### src/logic/ecp_pkg.sv
// Shared constants, modes and engine states of the ECP parallel host port
// Behaviour
// RULE1: One 16-byte FIFO buffers bytes in both forward and reverse directions.
// RULE2: System side is a valid/ready burst channel with a DMA request output.
// RULE3: Compatibility FIFO mode runs the strobe/busy handshake in hardware.
// RULE4: Received ECP data is always run-length decompressed in hardware.
// RULE5: Run-length byte is consumed; following data byte repeats count plus one times.
// RULE6: Hardware compression is optional and is not provided here.
// RULE7: Forward byte is captured on nStrobe falling edge, interlocked with Busy.
// RULE8: Forward strobe waits for Busy low, then for Busy high, then low again.
// RULE9: Reverse: peripheral Busy low marks command byte, high marks data byte.
// RULE10: Reverse: nAck low marks valid data, interlocked with nAutoFd.
// RULE11: Reverse: host drives nAutoFd low to request each byte.
// RULE12: Forward: nAutoFd low marks address/command byte, high marks data.
// RULE13: Peripheral drives PError low to acknowledge reverse request on nInit.
// RULE14: Host drives data bus only while PError reads high in forward.
// RULE15: nFault asserted in forward direction raises the error interrupt output.
// RULE16: nFault low in ECP mode is only a reverse hint; host keeps direction.
// RULE17: nInit low selects reverse direction, high selects forward.
// RULE18: Peripheral drives data only in ECP mode, HostAck low, nSelectIn high.
// RULE19: nSelectIn is held deasserted (high) throughout ECP mode.
// RULE20: Data lines carry address, data or run-length count per HostAck/Busy tag.
// RULE21: ECP protocol runs only while the mode input holds 011.
// RULE22: Bytes written with the address tag are queued tagged and sent automatically.
// RULE23: Expanded bytes enter the FIFO one per slot; handshake stalls while full.
package ecp_pkg;
  localparam int BYTE_W = 8;
  localparam int FIFO_DEPTH = 16;
  localparam int FIFO_W = BYTE_W + 1;
  localparam int TAG_BIT = 8;
  localparam int RLE_FLAG_BIT = 7;
  localparam logic [2:0] MODE_COMPAT_FIFO = 3'h2;
  localparam logic [2:0] MODE_ECP = 3'h3;
  localparam int CLK_MHZ = 125;
  localparam int STROBE_NS = 500;
  localparam int STROBE_CYC = (STROBE_NS * CLK_MHZ + 999) / 1000;
  localparam int SYNC_W = 13;
  // Filter reset: select, fault, error and ack idle high, busy and data low
  localparam logic [SYNC_W-1:0] PIN_IDLE = 13'h1E00;

  typedef enum logic [3:0] {
    ECP_IDLE,
    ECP_F_WAIT,
    ECP_F_STB,
    ECP_F_REL,
    ECP_TURN_REV,
    ECP_TURN_FWD,
    ECP_R_REQ,
    ECP_R_REL,
    ECP_R_EXPAND
  } ecp_state_e;
endpackage

### src/logic/ecp_fifo_if.sv
// Push/pop carrier between the port engine and its byte FIFO
interface ecp_fifo_if #(parameter int W = 9) ();
  logic push_valid;
  logic [W-1:0] push_data;
  logic push_ready;
  logic pop_valid;
  logic [W-1:0] pop_data;
  logic pop_ready;
  logic full;
  logic empty;
  modport store (input push_valid, input push_data, output push_ready,
                 output pop_valid, output pop_data, input pop_ready,
                 output full, output empty);
  modport user (output push_valid, output push_data, input push_ready,
                input pop_valid, input pop_data, output pop_ready,
                input full, input empty);
endinterface

### src/logic/ecp_fifo.sv
// Tagged byte FIFO shared by both transfer directions
module ecp_fifo #(
  parameter int W = 9,
  parameter int DEPTH = 16
) (
  input wire logic ref_clk_in,
  input wire logic reset_in,
  ecp_fifo_if.store f
);
  localparam int AW = $clog2(DEPTH);
  logic [W-1:0] mem [DEPTH];
  logic [AW:0] wp, rp, next_wp, next_rp;
  logic do_push, do_pop;

  // Full and empty from pointer wrap bit
  always_comb begin
    f.full = (wp[AW] != rp[AW]) && (wp[AW-1:0] == rp[AW-1:0]);
    f.empty = (wp == rp);
    f.push_ready = !f.full;
    f.pop_valid = !f.empty;
    f.pop_data = mem[rp[AW-1:0]];
    do_push = f.push_valid && !f.full;
    do_pop = f.pop_ready && !f.empty;
    next_wp = do_push ? wp + (AW+1)'(1) : wp;
    next_rp = do_pop ? rp + (AW+1)'(1) : rp;
  end

  // Pointers reset; storage needs none
  always_ff @(posedge ref_clk_in) begin
    if (reset_in) begin
      wp <= '0;
      rp <= '0;
    end else begin
      wp <= next_wp;
      rp <= next_rp;
    end
    if (do_push) begin
      mem[wp[AW-1:0]] <= f.push_data;
    end
  end
endmodule

### src/logic/ecp_port.sv
// ECP parallel port host engine with FIFO, handshakes and RLE expansion
module ecp_port #(
  parameter int DEPTH = ecp_pkg::FIFO_DEPTH,
  parameter int STB_CYC = ecp_pkg::STROBE_CYC
) (
  input wire logic ref_clk_in,
  input wire logic reset_in,
  input wire logic [2:0] mode_in,
  input wire logic direction_in,
  input wire logic dma_en_in,
  input wire logic wr_valid_in,
  input wire logic [ecp_pkg::BYTE_W-1:0] wr_data_in,
  input wire logic wr_addr_tag_in,
  output logic wr_ready_out,
  output logic rd_valid_out,
  output logic [ecp_pkg::BYTE_W-1:0] rd_data_out,
  output logic rd_cmd_tag_out,
  input wire logic rd_ready_in,
  output logic dma_req_out,
  output logic fifo_full_out,
  output logic fifo_empty_out,
  output logic reverse_out,
  output logic error_irq_out,
  output logic reverse_hint_out,
  output logic strobe_n_out,
  output logic autofd_n_out,
  output logic init_n_out,
  output logic select_in_n_out,
  input wire logic [ecp_pkg::BYTE_W-1:0] pd_in,
  output logic [ecp_pkg::BYTE_W-1:0] pd_out,
  output logic pd_oe_out,
  input wire logic busy_in,
  input wire logic ack_n_in,
  input wire logic perror_in,
  input wire logic fault_n_in,
  input wire logic select_in
);
  import ecp_pkg::*;

  ecp_fifo_if #(.W(FIFO_W)) fq ();

  ecp_fifo #(.W(FIFO_W), .DEPTH(DEPTH)) u_fifo ( // RULE1
    .ref_clk_in(ref_clk_in),
    .reset_in(reset_in),
    .f(fq.store)
  );

  // Pin filter: three stages, a change counts once stages two and three agree
  logic [SYNC_W-1:0] raw;
  logic [SYNC_W-1:0] s1;
  logic [SYNC_W-1:0] s2;
  logic [SYNC_W-1:0] s3;
  logic [SYNC_W-1:0] pins;
  logic [SYNC_W-1:0] next_pins;
  assign raw = {select_in, fault_n_in, perror_in, ack_n_in, busy_in, pd_in};

  always_comb begin
    for (int i = 0; i < SYNC_W; i++) begin
      next_pins[i] = (s2[i] == s3[i]) ? s2[i] : pins[i];
    end
  end

  always_ff @(posedge ref_clk_in) begin
    if (reset_in) begin
      s1 <= PIN_IDLE; // Idle levels, so no false fault or ack after reset
      s2 <= PIN_IDLE;
      s3 <= PIN_IDLE;
      pins <= PIN_IDLE;
    end else begin
      s1 <= raw;
      s2 <= s1;
      s3 <= s2;
      pins <= next_pins;
    end
  end

  logic [BYTE_W-1:0] pd_s;
  logic busy_s;
  logic ack_n_s;
  logic perror_s;
  logic fault_n_s;
  assign pd_s = pins[BYTE_W-1:0];
  assign busy_s = pins[8];
  assign ack_n_s = pins[9];
  assign perror_s = pins[10];
  assign fault_n_s = pins[11];

  // Mode decode
  logic ecp_mode;
  logic compat_mode;
  logic active;
  assign ecp_mode = (mode_in == MODE_ECP); // RULE21
  assign compat_mode = (mode_in == MODE_COMPAT_FIFO);
  assign active = ecp_mode || compat_mode;

  // Engine state
  ecp_state_e state;
  ecp_state_e next_state;
  logic rev;
  logic next_rev;
  logic strobe_n;
  logic next_strobe_n;
  logic autofd_n;
  logic next_autofd_n;
  logic init_n;
  logic next_init_n;
  logic [BYTE_W-1:0] pd_q;
  logic [BYTE_W-1:0] next_pd_q;
  logic pd_oe;
  logic next_pd_oe;
  logic [15:0] tmr;
  logic [15:0] next_tmr;
  logic [6:0] rle_cnt;
  logic [6:0] next_rle_cnt;
  logic rle_armed;
  logic next_rle_armed;
  logic [7:0] rep_left;
  logic [7:0] next_rep_left;
  logic [BYTE_W-1:0] rep_byte;
  logic [BYTE_W-1:0] next_rep_byte;
  logic rep_tag;
  logic next_rep_tag;
  logic irq;
  logic next_irq;
  logic hint;
  logic next_hint;
  logic eng_pop;
  logic eng_push;

  // FIFO steering: system fills it forward, engine fills it in reverse
  always_comb begin
    eng_push = (state == ECP_R_EXPAND);
    fq.push_valid = rev ? eng_push : (wr_valid_in && active);
    fq.push_data = rev ? {rep_tag, rep_byte} : {wr_addr_tag_in, wr_data_in}; // RULE22
    fq.pop_ready = rev ? rd_ready_in : eng_pop;
    wr_ready_out = !rev && active && fq.push_ready;
    rd_valid_out = rev && fq.pop_valid;
    // Forward DMA asks for room, reverse DMA asks for data
    dma_req_out = dma_en_in && active && (rev ? fq.pop_valid : fq.push_ready); // RULE2
  end

  assign rd_data_out = fq.pop_data[BYTE_W-1:0];
  assign rd_cmd_tag_out = fq.pop_data[TAG_BIT];
  assign fifo_full_out = fq.full;
  assign fifo_empty_out = fq.empty;

  // Next state of the handshake engine
  always_comb begin
    next_state = state;
    next_rev = rev;
    next_strobe_n = strobe_n;
    next_autofd_n = autofd_n;
    next_init_n = init_n;
    next_pd_q = pd_q;
    next_tmr = tmr;
    next_rle_cnt = rle_cnt;
    next_rle_armed = rle_armed;
    next_rep_left = rep_left;
    next_rep_byte = rep_byte;
    next_rep_tag = rep_tag;
    eng_pop = 1'b0;
    // Error only meaningful forward; a pending turn round already counts as reverse
    next_irq = ecp_mode && !rev && init_n && !fault_n_s; // RULE15
    // Hint is reported only; direction stays with direction_in
    next_hint = ecp_mode && !fault_n_s; // RULE16
    if (!active) begin
      // Leaving the protocol modes abandons any transfer
      next_state = ECP_IDLE;
      next_rev = 1'b0;
      next_strobe_n = 1'b1;
      next_autofd_n = 1'b1;
      next_init_n = 1'b1;
      next_rle_armed = 1'b0;
    end else begin
      case (state)
        // Idle: next forward byte, next reverse request, or a turn round
        ECP_IDLE: begin
          if (!rev) begin
            // Drain forward bytes before turning the link round
            if (fq.pop_valid && (compat_mode || perror_s)) begin // RULE14
              eng_pop = 1'b1;
              next_pd_q = fq.pop_data[BYTE_W-1:0]; // RULE20
              // No compression: bytes leave as queued
              next_autofd_n = compat_mode ? 1'b1 : !fq.pop_data[TAG_BIT]; // RULE12 RULE6
              next_state = ECP_F_WAIT;
            end else if (ecp_mode && direction_in && fq.empty) begin
              next_init_n = 1'b0; // RULE17
              next_state = ECP_TURN_REV;
            end
          end else if (!direction_in) begin
            next_init_n = 1'b1; // RULE17
            next_state = ECP_TURN_FWD;
          end else if (fq.push_ready && rep_left == 8'h00) begin
            // Request a byte only when a slot is free
            next_autofd_n = 1'b0; // RULE11 RULE23
            next_state = ECP_R_REQ;
          end
        end

        // Forward: wait until the peripheral can take a byte
        ECP_F_WAIT: begin
          if (!busy_s) begin
            next_strobe_n = 1'b0; // RULE7 RULE3
            next_tmr = 16'(STB_CYC - 1);
            next_state = ECP_F_STB;
          end
        end

        // Forward: strobe low until busy answers or the timer runs out
        ECP_F_STB: begin
          if (compat_mode) begin
            if (tmr == 16'h0000) begin
              next_strobe_n = 1'b1; // RULE3
              next_state = ECP_F_REL;
            end else begin
              next_tmr = tmr - 16'h0001;
            end
          end else if (busy_s) begin
            next_strobe_n = 1'b1; // RULE8
            next_state = ECP_F_REL;
          end
        end

        // Forward: strobe high again, busy must fall before the next byte
        ECP_F_REL: begin
          // Compatibility peers are paced by busy before the next strobe
          if (compat_mode || !busy_s) begin // RULE8
            next_autofd_n = 1'b1;
            next_state = ECP_IDLE;
          end
        end

        // Reverse asked for: bus already released, wait for the acknowledge
        ECP_TURN_REV: begin
          if (!perror_s) begin
            next_rev = 1'b1; // RULE13
            next_state = ECP_IDLE;
          end
        end

        // Forward asked for: wait until the peripheral frees the bus
        ECP_TURN_FWD: begin
          if (perror_s) begin
            next_rev = 1'b0; // RULE13
            next_rle_armed = 1'b0;
            next_state = ECP_IDLE;
          end
        end

        // Reverse: byte requested, wait for the peripheral to mark it valid
        ECP_R_REQ: begin
          if (!ack_n_s) begin
            next_rep_byte = pd_s; // RULE10
            next_rep_tag = !busy_s; // RULE9
            next_autofd_n = 1'b1; // RULE10
            next_state = ECP_R_REL;
          end else if (!direction_in) begin
            // Withdraw an unanswered request, else turning forward hangs
            next_autofd_n = 1'b1; // RULE11
            next_state = ECP_IDLE;
          end
        end

        // Reverse: byte taken, wait for the peripheral to end its cycle
        ECP_R_REL: begin
          if (ack_n_s) begin
            if (rep_tag && !rep_byte[RLE_FLAG_BIT]) begin
              // Run-length count is swallowed, not queued
              next_rle_cnt = rep_byte[6:0]; // RULE4 RULE5
              next_rle_armed = 1'b1;
              next_state = ECP_IDLE;
            end else if (rep_tag) begin
              next_rep_left = 8'h01;
              next_state = ECP_R_EXPAND;
            end else begin
              next_rep_left = rle_armed ? {1'b0, rle_cnt} + 8'h01 : 8'h01; // RULE5
              next_rle_armed = 1'b0;
              next_state = ECP_R_EXPAND;
            end
          end
        end

        // Reverse: write out the captured byte, once or as a run
        ECP_R_EXPAND: begin
          // One copy per free slot; the link stays idle meanwhile
          if (fq.push_ready) begin // RULE23
            next_rep_left = rep_left - 8'h01;
            if (rep_left == 8'h01) begin
              next_state = ECP_IDLE;
            end
          end
        end

        // Unused encodings fall back to idle
        default: begin
          next_state = ECP_IDLE;
        end
      endcase
    end
    // Bus released whenever reverse is requested or acknowledged
    next_pd_oe = active && !next_rev && next_init_n &&
                 (compat_mode || perror_s); // RULE14
  end

  always_ff @(posedge ref_clk_in) begin
    if (reset_in) begin
      state <= ECP_IDLE;
      rev <= 1'b0;
      strobe_n <= 1'b1;
      autofd_n <= 1'b1;
      init_n <= 1'b1;
      pd_q <= 8'h00;
      pd_oe <= 1'b0;
      tmr <= 16'h0000;
      rle_cnt <= 7'h00;
      rle_armed <= 1'b0;
      rep_left <= 8'h00;
      rep_byte <= 8'h00;
      rep_tag <= 1'b0;
      irq <= 1'b0;
      hint <= 1'b0;
    end else begin
      state <= next_state;
      rev <= next_rev;
      strobe_n <= next_strobe_n;
      autofd_n <= next_autofd_n;
      init_n <= next_init_n;
      pd_q <= next_pd_q;
      pd_oe <= next_pd_oe;
      tmr <= next_tmr;
      rle_cnt <= next_rle_cnt;
      rle_armed <= next_rle_armed;
      rep_left <= next_rep_left;
      rep_byte <= next_rep_byte;
      rep_tag <= next_rep_tag;
      irq <= next_irq;
      hint <= next_hint;
    end
  end

  // Pin outputs from flip-flops, nSelectIn tied high
  assign strobe_n_out = strobe_n;
  assign autofd_n_out = autofd_n;
  assign init_n_out = init_n;
  assign select_in_n_out = 1'b1; // RULE19 RULE18
  assign pd_out = pd_q;
  assign pd_oe_out = pd_oe;
  assign reverse_out = rev;
  assign error_irq_out = irq;
  assign reverse_hint_out = hint;
endmodule

### config.mk
export PLATFORM = sky130hd
export DESIGN_NAME = ecp_port
export DESIGN_NICKNAME = d
export VERILOG_FILES = /design/src/logic/ecp_pkg.sv /design/src/logic/ecp_fifo_if.sv /design/src/logic/ecp_fifo.sv /design/src/logic/ecp_port.sv
export SDC_FILE = /design/constraint.sdc
export NUM_CORES = 1
export LEC_CHECK = 0
export ABC_AREA = 1
export BUFFER_PORTS_ARGS = -buffer_cell sky130_fd_sc_hd__buf_2
export CAP_MARGIN = 30
export CORE_ASPECT_RATIO = 0.8
export CORE_MARGIN = 2
export CORE_UTILIZATION = 35
export DETAILED_ROUTE_END_ITERATION = 8
export GPL_ROUTABILITY_DRIVEN = 0
export GPL_TIMING_DRIVEN = 0
export PLACE_DENSITY_LB_ADDON = 0.1
export SLEW_MARGIN = 15
export SYNTH_ARGS = -nofsm -noshare
export SYNTH_HDL_FRONTEND = slang
export SYNTH_SLANG_ARGS = --single-unit
### constraint.sdc
create_clock -name ref_clk_in -period 1.94 [get_ports ref_clk_in]
set_input_delay 0.194 -clock ref_clk_in [delete_from_list [all_inputs] [get_ports ref_clk_in]]
set_output_delay 0.194 -clock ref_clk_in [all_outputs]
set_load 0.005 [all_outputs]
==> impl_metrics.csv, run 1 <==
group,metric,value,unit
outcome,status,"complete, but fails checks",
outcome,failed_checks,"negative setup slack",
worst_setup_path,end_kind,"primary output",
placement,dp_slack,-628.3,ps
die,rows,59,
timing,worst_pin_slew,753.5,ps
cells_and_area,fin_cells,1870,
synth,synth-edff-count,144,
placement,io_buffers,58,
placement,dp_hpwl,22540,µm
worst_setup_path,critical_path_required,1750,ps
detailed_routing,ant_nets,0,
worst_setup_path,setup.worst_path.class,"reg -> out",
synth,yosysTopAreaCell,"edfxtp_1",
clock_tree,clock_sinks,266,
worst_setup_path,cp_cell_sequence,"buf_12 > buf_8 > o211ai_1 > nand3_1 > nand3_2 > nand2_2 > buf_6",
synth,synth_warnings,0,
power_and_ir_drop,p_leak,6.046,nW
detailed_routing,wirelength,32520,µm
flow_run,maxCapViolCount,0,
global_routing,grt_usage,18.77,%
cells_and_area,stdcell_area,15000,µm²
die,initial_core_util,35.52,%
power_and_ir_drop,vdd_drop_max,0.6601,mV
worst_setup_path,crit_family,"buffers and inverters",
global_routing,first_global_vias,8632,
synth,ys_top_cells_by_area,"edfxtp_1 (37%), dfxtp_1 (21%), nand2_1 (5.8%)",
detailed_routing,drt_first_pass_iters,5,
timing,fin_ws,-279.3,ps
cells_and_area,antenna_cells,0,
synth,syn_inst,1241,
power_and_ir_drop,total_power,0.01242,W
worst_setup_path,regToRegSetupSlack,30,ps
synth,ys.flop_type,"edfxtp_1",
timing,finalCritPeriodShare,114.4,%
synth,yosysMostFrequentCell,"nand2_1",
worst_setup_path,worstSetupEndpoint,"rd_data_out[3]",
cells_and_area,layout-drive-gt1-share,25.85,%
timing,slew_headroom,49.77,%
worst_setup_path,cp_max_fo,6,
timing,period_needed,2219,ps
global_routing,antenna_found_initial,0,
detailed_routing,drc_errors,0,
synth,syn_nets,1282,
die,die_area,34440,µm²
clock_tree,cts_tree,"done",
global_routing,grt_overflow,0,
die,die_w,207,µm
synth,synth_seq_cells,266,
placement,post_dp_cell_area,12550,µm²
synth,seq_area_frac_synth,58.64,%
detailed_routing,vias,9020,
worst_setup_path,r2r_cells,10,
worst_setup_path,start_kind,"flop",
global_routing,grt_max_degree,17,
detailed_routing,drt_iter0_drc,686,
worst_setup_path,cp.arrival,2030,ps
clock_tree,worstSkewPairLatency,550,ps
worst_setup_path,cp_slowest_cell,"dfxtp_4",
die,ioPinCount,61,
synth,async_reset_ff_share,0,%
detailed_routing,viasPerCell,4.824,
synth,ys_types,49,
clock_tree,path_clk_slew,60,ps
worst_setup_path,crit_path_max_incr_delay,380,ps
timing,drv_slew,0,
cells_and_area,fill_cells,3171,
cells_and_area,area_growth,30.04,%
synth,netlist_area,11540,µm²
synth,syn_avg_cell_area,9.298,µm²
min_path,hp-class,"in -> reg",
timing,clock.fmax,450.6,MHz
worst_setup_path,cp_num_buf_inv,3,
detailed_routing,wl_per_cell,17.39,µm
power_and_ir_drop,power_density,827.7,nW/µm²
synth,synth_top_area_share,37.48,%
global_routing,grt_pass1_wl,50400,µm
timing,timing.final.hold_violations,0,
timing,rsz0062_at_grt,"yes",
timing,setup_violations,10,
synth,synth_common_cells,"nand2_1 (177), inv_1 (170), edfxtp_1 (144)",
clock_tree,cts_buffer_depth,3,
die,core,32480,µm²
clock_tree,cts_max_level,1,
worst_setup_path,r2r_end,"pd_out[0]",
clock_tree,clockRootBuffer,"clkbuf_16",
worst_setup_path,cp_num_cells,7,
timing,fin_skew,12.90,ps
clock_tree,numCtsBuffers,29,
cells_and_area,nets,1462,
placement,post-place-cells,1743,
die,die_h,166.4,µm
-- state kept, by name, indices dropped and copies added (netlist names), 4 cells and up, named ones only --
name / count
u_fifo.mem: 144
s2: 12
u_fifo.wp: 5
rep_left: 8
state: 4
rle_cnt: 7
u_fifo.rp: 5
rep_byte: 8
pins: 12
pd_out: 8
s3: 12
s1: 12
tmr: 16
-- tightest hold or removal path, stage by stage --
cell	delay, ps
buf_2	110
nand2_1	70
o21ai_2	120
-- placed cells by master (no fill, tap or decap), types with 31 or more instances in the layout --
master | Yosys | routed
buf_2 | 14 | 54
inv_1 | 170 | 158
dfxtp_1 | 122 | 111
edfxtp_1 | 144 | 144
buf_6 | 3 | 31
buf_4 | 5 | 58
nand2_1 | 177 | 151
o211ai_1 | 37 | 37
a21oi_1 | 106 | 95
nor2_1 | 126 | 110
o21ai_0 | 102 | 73
clkbuf_16 | 0 | 35
nand3_1 | 82 | 73
-- stage by stage --
step           hold slack (ps)  utilization, %  TNS, ps
5_1_grt                  57.34           46.19    -2793
2_1_floorplan            297.8               -        0
4_1_cts                  36.66           45.31    -2592
6_report                 69.64           46.19    -2006
3_5_place_dp             379.4           38.65   -66560
3_3_place_gp             376.3           38.06  -286750
-- repair_timing --
action | 4_1_cts | 5_1_grt
setup buffers | 45 | 14
gates resized for setup | 189 | 65
hold endpoints to repair | 14 | 0
setup endpoints to repair | 204 | 166
hold buffers | 13 | 0
cloned | 3 | 2
pin swaps | 50 | 36
-- logic make-up after synthesis --
logic type,Yosys count,share of synthesized area (%)
compound gates,265,12.83
simple gates,445,17.66
xor+xnor,21,1.659
buf+inv,233,8.089
flops,266,58.64
other cells,1,0.03250
fa+ha+maj,10,1.084
-- report_power, final --
group	internal [W]	total (W)	switching (W)
Sequential	0.00598	0.00602	0.0000349
Combinational	0.000377	0.000921	0.000544
Clock	0.00325	0.00548	0.00223
Total	0.00961	0.0124	0.00281
-- how the worst min path moves through the flow --
stage | from | end | slack (ps) | cells past startpoint
2_1_floorplan | perror_in | s1[10] | 300 | 1
3_3_place_gp | fault_n_in | s1[11] | 380 | 2
3_5_place_dp | fault_n_in | s1[11] | 380 | 2
4_1_cts | mode_in[0] | reverse_hint_out | 40 | 3
5_1_grt | mode_in[0] | reverse_hint_out | 60 | 3
6_report | wr_data_in[2] | u_fifo.mem[12][2] | 70 | 3
-- metal layers --
| metal | vias up | global-route usage, % | wire (µm) |
|---|---|---|---|
| li1 | 4498 | - | - |
| met1 | 4291 | 28.41 | 16700 |
| met2 | 188 | 27.97 | 13740 |
| met3 | 43 | 3.082 | 1455 |
| met4 | 0 | 4.255 | 621 |
| met5 | - | 0 | 0 |
-- final cells by class --
class                   instances  area (µm²)  area share, %
plain buffers                  49       470.5          3.135
clock inverters                 5       28.78         0.1918
flip-flops and latches        266        6803          45.34
repair inverters                1       7.507        0.05003
clock buffers                  48       928.4          6.187
multi-input cells             742        4179          27.85
well taps                     427       534.3          3.561
inverters                     182       715.7          4.770
repair buffers                150        1338          8.914
No activity file was read; power rests on OpenSTA's default activity.
==> run 2: changes to the inputs <==
PLACE_DENSITY = 0.5   (was not set)
PLACE_DENSITY_LB_ADDON = not set   (was 0.1)
==> run 2 against run 1 <==
Net effect: the flow still finishes with violations (negative setup slack); cell count down 0.53%; register-to-register slack better by 70 ps; global-route usage down 0.50 points; first-iteration DRC count is 3.6% higher; total power is 0.88% lower; non-clock buffer count is 11 lower; utilization down 0.53 points; count of clock-buffer cells in the layout decreased by 10; sequential share of layout area is 0.51 points higher; flip-flop and latch count unchanged; clock skew up 12 ps; highest routed layer unchanged.
==> impl_metrics.csv, run 2 (synthesis results as in run 1) <==
group,metric,value,unit
outcome,status,"complete, but fails checks",
outcome,failed_checks,"negative setup slack",
detailed_routing,viasPerCell,4.837,
timing,clock.fmax,454.8,MHz
worst_setup_path,critical_path_required,1750,ps
timing,setup_violations,9,
cells_and_area,stdcell_area,14830,µm²
power_and_ir_drop,clkPwrFrac,43.9,%
worst_setup_path,cp_max_fo,10,
die,rows,59,
power_and_ir_drop,swShare,23.27,%
global_routing,grt_usage,18.27,%
clock_tree,path_clk_slew,60,ps
worst_setup_path,cp.arrival,2000,ps
clock_tree,cts_max_level,1,
global_routing,first_global_vias,8505,
cells_and_area,layout_commonest_cell,"inv_1",
timing,drv_slew,0,
detailed_routing,wirelength,32010,µm
worst_setup_path,crit_family,"buffers and inverters",
timing,fin_ws,-258.8,ps
worst_setup_path,cp_num_buf_inv,4,
worst_setup_path,start_kind,"flop",
power_and_ir_drop,pwr-share-comb,7.2,%
detailed_routing,vias,8997,
cells_and_area,largest_reg_flops,144,
clock_tree,cts_buffer_depth,3,
global_routing,antenna_found_initial,0,
power_and_ir_drop,power_density,829.9,nW/µm²
placement,dp_slack,-661.9,ps
power_and_ir_drop,seq_power_share,48.9,%
timing,period_needed,2199,ps
cells_and_area,fill_cells,3094,
power_and_ir_drop,power.net_switching,0.002864,W
cells_and_area,layout-drive-gt1-share,25.89,%
timing,hold-worst-slack,79.83,ps
timing,worst_pin_slew,673.9,ps
placement,io_buffers,58,
timing,fin_skew,24.98,ps
power_and_ir_drop,vdd_drop_max,0.6650,mV
die,die_h,166.4,µm
detailed_routing,ant_nets,0,
die,initial_core_util,35.52,%
worst_setup_path,path_common_cell,"buf_6",
worst_setup_path,cp_cell_sequence,"buf_6 > buf_12 > buf_6 > o211ai_1 > nand3_1 > nand3_2 > nand2_2 > buf_6",
die,core,32480,µm²
clock_tree,worstSkewPairLatency,570,ps
global_routing,grt_max_degree,17,
cells_and_area,nets,1451,
timing,rsz0062_at_grt,"yes",
timing,finalCritPeriodShare,113.3,%
power_and_ir_drop,p_leak,5.946,nW
worst_setup_path,end_kind,"primary output",
power_and_ir_drop,total_power,0.01231,W
die,die_w,207,µm
min_path,hp-class,"in -> reg",
worst_setup_path,setup.worst_path.class,"reg -> out",
timing,slew_headroom,54.91,%
flow_run,maxCapViolCount,0,
detailed_routing,drt_first_pass_iters,5,
clock_tree,cts_tree,"done",
detailed_routing,drc_errors,0,
placement,post_dp_cell_area,12500,µm²
placement,dp_hpwl,22000,µm
die,ioPinCount,61,
cells_and_area,area_growth,28.54,%
timing,timing.final.hold_violations,0,
clock_tree,clock_sinks,266,
worst_setup_path,cp_slowest_cell,"dfxtp_2",
detailed_routing,wl_per_cell,17.21,µm
clock_tree,clockRootBuffer,"clkbuf_16",
cells_and_area,antenna_cells,0,
power_and_ir_drop,p_int,0.009445,W
global_routing,grt_overflow,0,
die,die_area,34440,µm²
cells_and_area,layout_common_cells,"inv_1 (160), nand2_1 (156), edfxtp_1 (144), nor2_1 (110), dfxtp_1 (109)",
global_routing,grt_pass1_wl,49080,µm
detailed_routing,drt_iter0_drc,711,
worst_setup_path,crit_path_max_incr_delay,330,ps
clock_tree,numCtsBuffers,29,
## run 2: cell type report
cell class                 count  area [µm²]  share of cell area (%)
sequential                   266        6800                   45.85
tap                          427       534.3                   3.602
inverter                     182       710.7                   4.792
clock inverter                16       120.1                  0.8099
buffer                        49       407.9                   2.750
timing repair buffer         139        1119                   7.542
timing repair inverter         1       5.005                 0.03374
multi-input combinational    742        4314                   29.09
clock buffer                  38       820.8                   5.534
## run 2: timing repair
action / 4_1_cts / 5_1_grt
pin swaps: 55 / 27
setup buffers: 41 / 11
hold buffers: 15 / 0
gates resized for setup: 187 / 52
gates cloned: 0 / 4
endpoints found under the setup margin: 246 / 148
hold endpoints to repair: 15 / 0
## run 2: routing by layer
metal,GRT usage (%),vias to the layer above,wire (µm)
met1,27.18,4229,15760
met2,27.54,241,13560
met3,3.385,44,2034
met4,4.099,0,661
li1,-,4483,-
met5,0,-,0
## run 2: worst min-delay path, delay by kind of cell
| kind | cells | cell delay, ps |
|---|---|---|
| AOI/OAI and AO/OA | 1 | 150 |
| and+or+nand+nor | 2 | 150 |
| buffers and inverters | 1 | 110 |
## run 2: worst paths after layout
kind                                   start          endpoint  slack [ps]  cells past startpoint
worst max-delay path                    flop    rd_data_out[2]        -260                      8
worst min-delay path            direction_in         pd_oe_out          80                      4
worst max register to register   reverse_out  u_fifo.mem[4][2]         100                      5
worst min register to register         s1[8]             s2[8]         400                      2
## run 2: power groups by stage
stage / clock network (W) / logic (W) / registers (W)
after floorplan: 0 / 0.000483 / 0.00614
after global placement: 0 / 0.000728 / 0.00615
after detailed placement: 0 / 0.000748 / 0.00615
after CTS: 0.00554 / 0.000855 / 0.00602
after global routing: 0.00576 / 0.000982 / 0.00602
final: 0.00541 / 0.000885 / 0.00602
## run 2: metrics by stage
stage / std cells / TNS [ps] / utilization, %
floorplan: 1241 / 0 / -
finish: 1860 / -1939 / 45.66
global placement: 1726 / -277110 / 38.06
detailed placement: 1737 / -79660 / 38.49
CTS: 1846 / -1878 / 44.73
global route: 1860 / -2805 / 45.66
==> run 3: changes to the inputs <==
BUFFER_PORTS_ARGS = not set   (was -buffer_cell sky130_fd_sc_hd__buf_2)
DONT_BUFFER_PORTS = 1   (was not set)
PLACE_DENSITY = 0.49   (was 0.5)
==> run 3 against run 2 <==
Net effect: the flow still finishes with violations (negative setup slack); non-clock buffer count decreased by 69; setup slack improved by 44 ps; sequential share of layout area increased by 1.0 points; clock skew decreased by 5.6 ps; first-iteration DRC count increased by 0.84%; final area decreased by 2.3%; utilization decreased by 1.0 points; flip-flop and latch count unchanged; clock power about the same; count of clock-buffer cells in the layout increased by 5; global-route usage decreased by 0.54 points; register-to-register slack improved by 20 ps; critical endpoint is now rd_data_out[5].
==> impl_metrics.csv, run 3 (synthesis results as in run 1) <==
group,metric,value,unit
outcome,status,"complete, but fails checks",
outcome,failed_checks,"negative setup slack",
worst_setup_path,r2r_cells,10,
die,die_h,166.4,µm
worst_setup_path,setup.worst_path.class,"reg -> out",
global_routing,grt_pass1_wl,47570,µm
detailed_routing,wl_met3,2501,µm
detailed_routing,routed.top_layer,"met5",
power_and_ir_drop,p_leak,5.633,nW
min_path,holdCritStartpoint,"rd_ready_in",
min_path,hp-class,"in -> reg",
power_and_ir_drop,clkPwrFrac,44.1,%
detailed_routing,vias,8844,
worst_setup_path,r2r-start,"state[1]",
die,die_area,34440,µm²
placement,io_buffers,0,
detailed_routing,met1Wirelength,15130,µm
cells_and_area,final_util,44.63,%
timing,timing.final.hold_violations,0,
timing,period_needed,2155,ps
power_and_ir_drop,vdd_drop_max,0.6466,mV
global_routing,first_global_vias,8288,
min_path,hold_depth,4,
worst_setup_path,end_kind,"primary output",
power_and_ir_drop,pwr-share-comb,6.7,%
cells_and_area,nets,1380,
worst_setup_path,cp_max_fo,6,
die,ioPinCount,61,
die,rows,59,
clock_tree,path_clk_slew,60,ps
clock_tree,numCtsBuffers,28,
detailed_routing,wirelength,31250,µm
global_routing,grt_overflow,0,
timing,rsz0062_at_grt,"yes",
detailed_routing,drt_iter0_drc,717,
cells_and_area,layout_commonest_cell,"inv_1",
worst_setup_path,start_kind,"flop",
timing,worst_pin_slew,735.7,ps
worst_setup_path,critical_path_required,1750,ps
placement,dp_hpwl,21870,µm
power_and_ir_drop,seq_power_share,49.2,%
placement,dp_slack,-677.7,ps
worst_setup_path,regToRegSetupSlack,120,ps
detailed_routing,viasPerCell,4.938,
timing,drv_slew,0,
detailed_routing,wl_per_cell,17.45,µm
power_and_ir_drop,swShare,22.75,%
timing,slew_headroom,50.95,%
timing,clock.fmax,464.0,MHz
clock_tree,cts_buffer_depth,3,
power_and_ir_drop,power.net_switching,0.002786,W
global_routing,antenna_found_initial,4,
cells_and_area,layout-drive-gt1-share,20.28,%
power_and_ir_drop,p_int,0.009462,W
clock_tree,cts_max_level,1,
timing,fin_skew,19.38,ps
worst_setup_path,r2r_end,"u_fifo.mem[1][0]",
die,core,32480,µm²
flow_run,maxCapViolCount,0,
clock_tree,clock_sinks,266,
detailed_routing,drc_errors,0,
global_routing,grt_usage,17.73,%
detailed_routing,drt_first_pass_iters,5,
min_path,hold_end,"u_fifo.rp[4]",
die,initial_core_util,35.52,%
detailed_routing,ant_nets,0,
detailed_routing,route.met2.wl,13000,µm
power_and_ir_drop,power_density,845.0,nW/µm²
timing,setup_violations,9,
cells_and_area,area_growth,25.62,%
clock_tree,clockRootBuffer,"clkbuf_16",
die,die_w,207,µm
cells_and_area,largest_reg_flops,144,
clock_tree,worstSkewPairLatency,560,ps
global_routing,grt_max_degree,17,
cells_and_area,layout_common_cells,"inv_1 (160), nand2_1 (156), edfxtp_1 (144), dfxtp_1 (111), nor2_1 (110)",
worst_setup_path,cp.arrival,1960,ps
timing,finalCritPeriodShare,111.1,%
clock_tree,cts_tree,"done",
timing,fin_ws,-215.1,ps
==> run 3: stage by stage <==
stage	instance area, µm²	hold WS, ps	TNS (ps)	cells	total power (W)
floorplan	11540	297.8	0	1241	0.006627
global placement	12070	299.2	-259810	1668	0.006822
detailed placement	12220	301.2	-62000	1680	0.006844
CTS	14090	7.305	-1577	1769	0.01235
global route	14490	20.92	-2081	1788	0.01270
finish	14500	31.93	-1258	1791	0.01225
==> run 3: layer usage <==
| layer | vias up | track usage, % |
|---|---|---|
| li1 | 4354 | - |
| met1 | 4200 | 26.01 |
| met2 | 240 | 25.99 |
| met3 | 48 | 4.936 |
| met4 | 2 | 3.758 |
| met5 | - | 0 |
==> run 3: power by group through the flow <==
stage	clock network, W	registers [W]	logic [W]
final	0.00541	0.00603	0.000816
after global routing	0.00577	0.00603	0.000903
after CTS	0.00554	0.00603	0.000779
after detailed placement	0	0.00615	0.000692
after global placement	0	0.00616	0.000664
after floorplan	0	0.00614	0.000483
==> run 3: worst max path at each step <==
stage                       startpoint           endpoint  slack, ps  cells past startpoint
final                             flop     rd_data_out[5]       -220                      7
after global placement     reverse_out   u_fifo.mem[3][2]      -1700                      4
after floorplan           u_fifo.wp[0]  u_fifo.mem[12][0]         50                     10
after CTS                         flop     rd_data_out[5]       -210                      7
after global routing              flop     rd_data_out[0]       -240                      8
after detailed placement      state[1]   u_fifo.mem[2][5]       -680                      9
==> run 3: worst max-delay path: stages, from the launching register on <==
cell and delay (ps):
dfxtp_2 330, buf_6 140, buf_12 140, buf_12 130, o211ai_1 220, nand3_1 200
nand3_2 140, nand2_4 90
==> run 3: layout make-up <==
type,instances,area [µm²]
fillers,3121,17990
plain buffers,50,441.7
diodes,3,7.507
repair buffers,69,820.8
well taps,427,534.3
multi-input cells,742,4252
clock buffers,43,855.8
inverters,182,711.9
flip-flops and latches,266,6795
clock inverters,9,76.32
==> run 3: repair_timing <==
| action | CTS | global route |
|---|---|---|
| endpoints found under the setup margin | 216 | 165 |
| endpoints found under the hold margin | 27 | 0 |
| cloned | 0 | 3 |
| gates resized for setup | 150 | 72 |
| hold buffers | 19 | 0 |
| pin swaps | 35 | 45 |
| setup buffers | 19 | 16 |
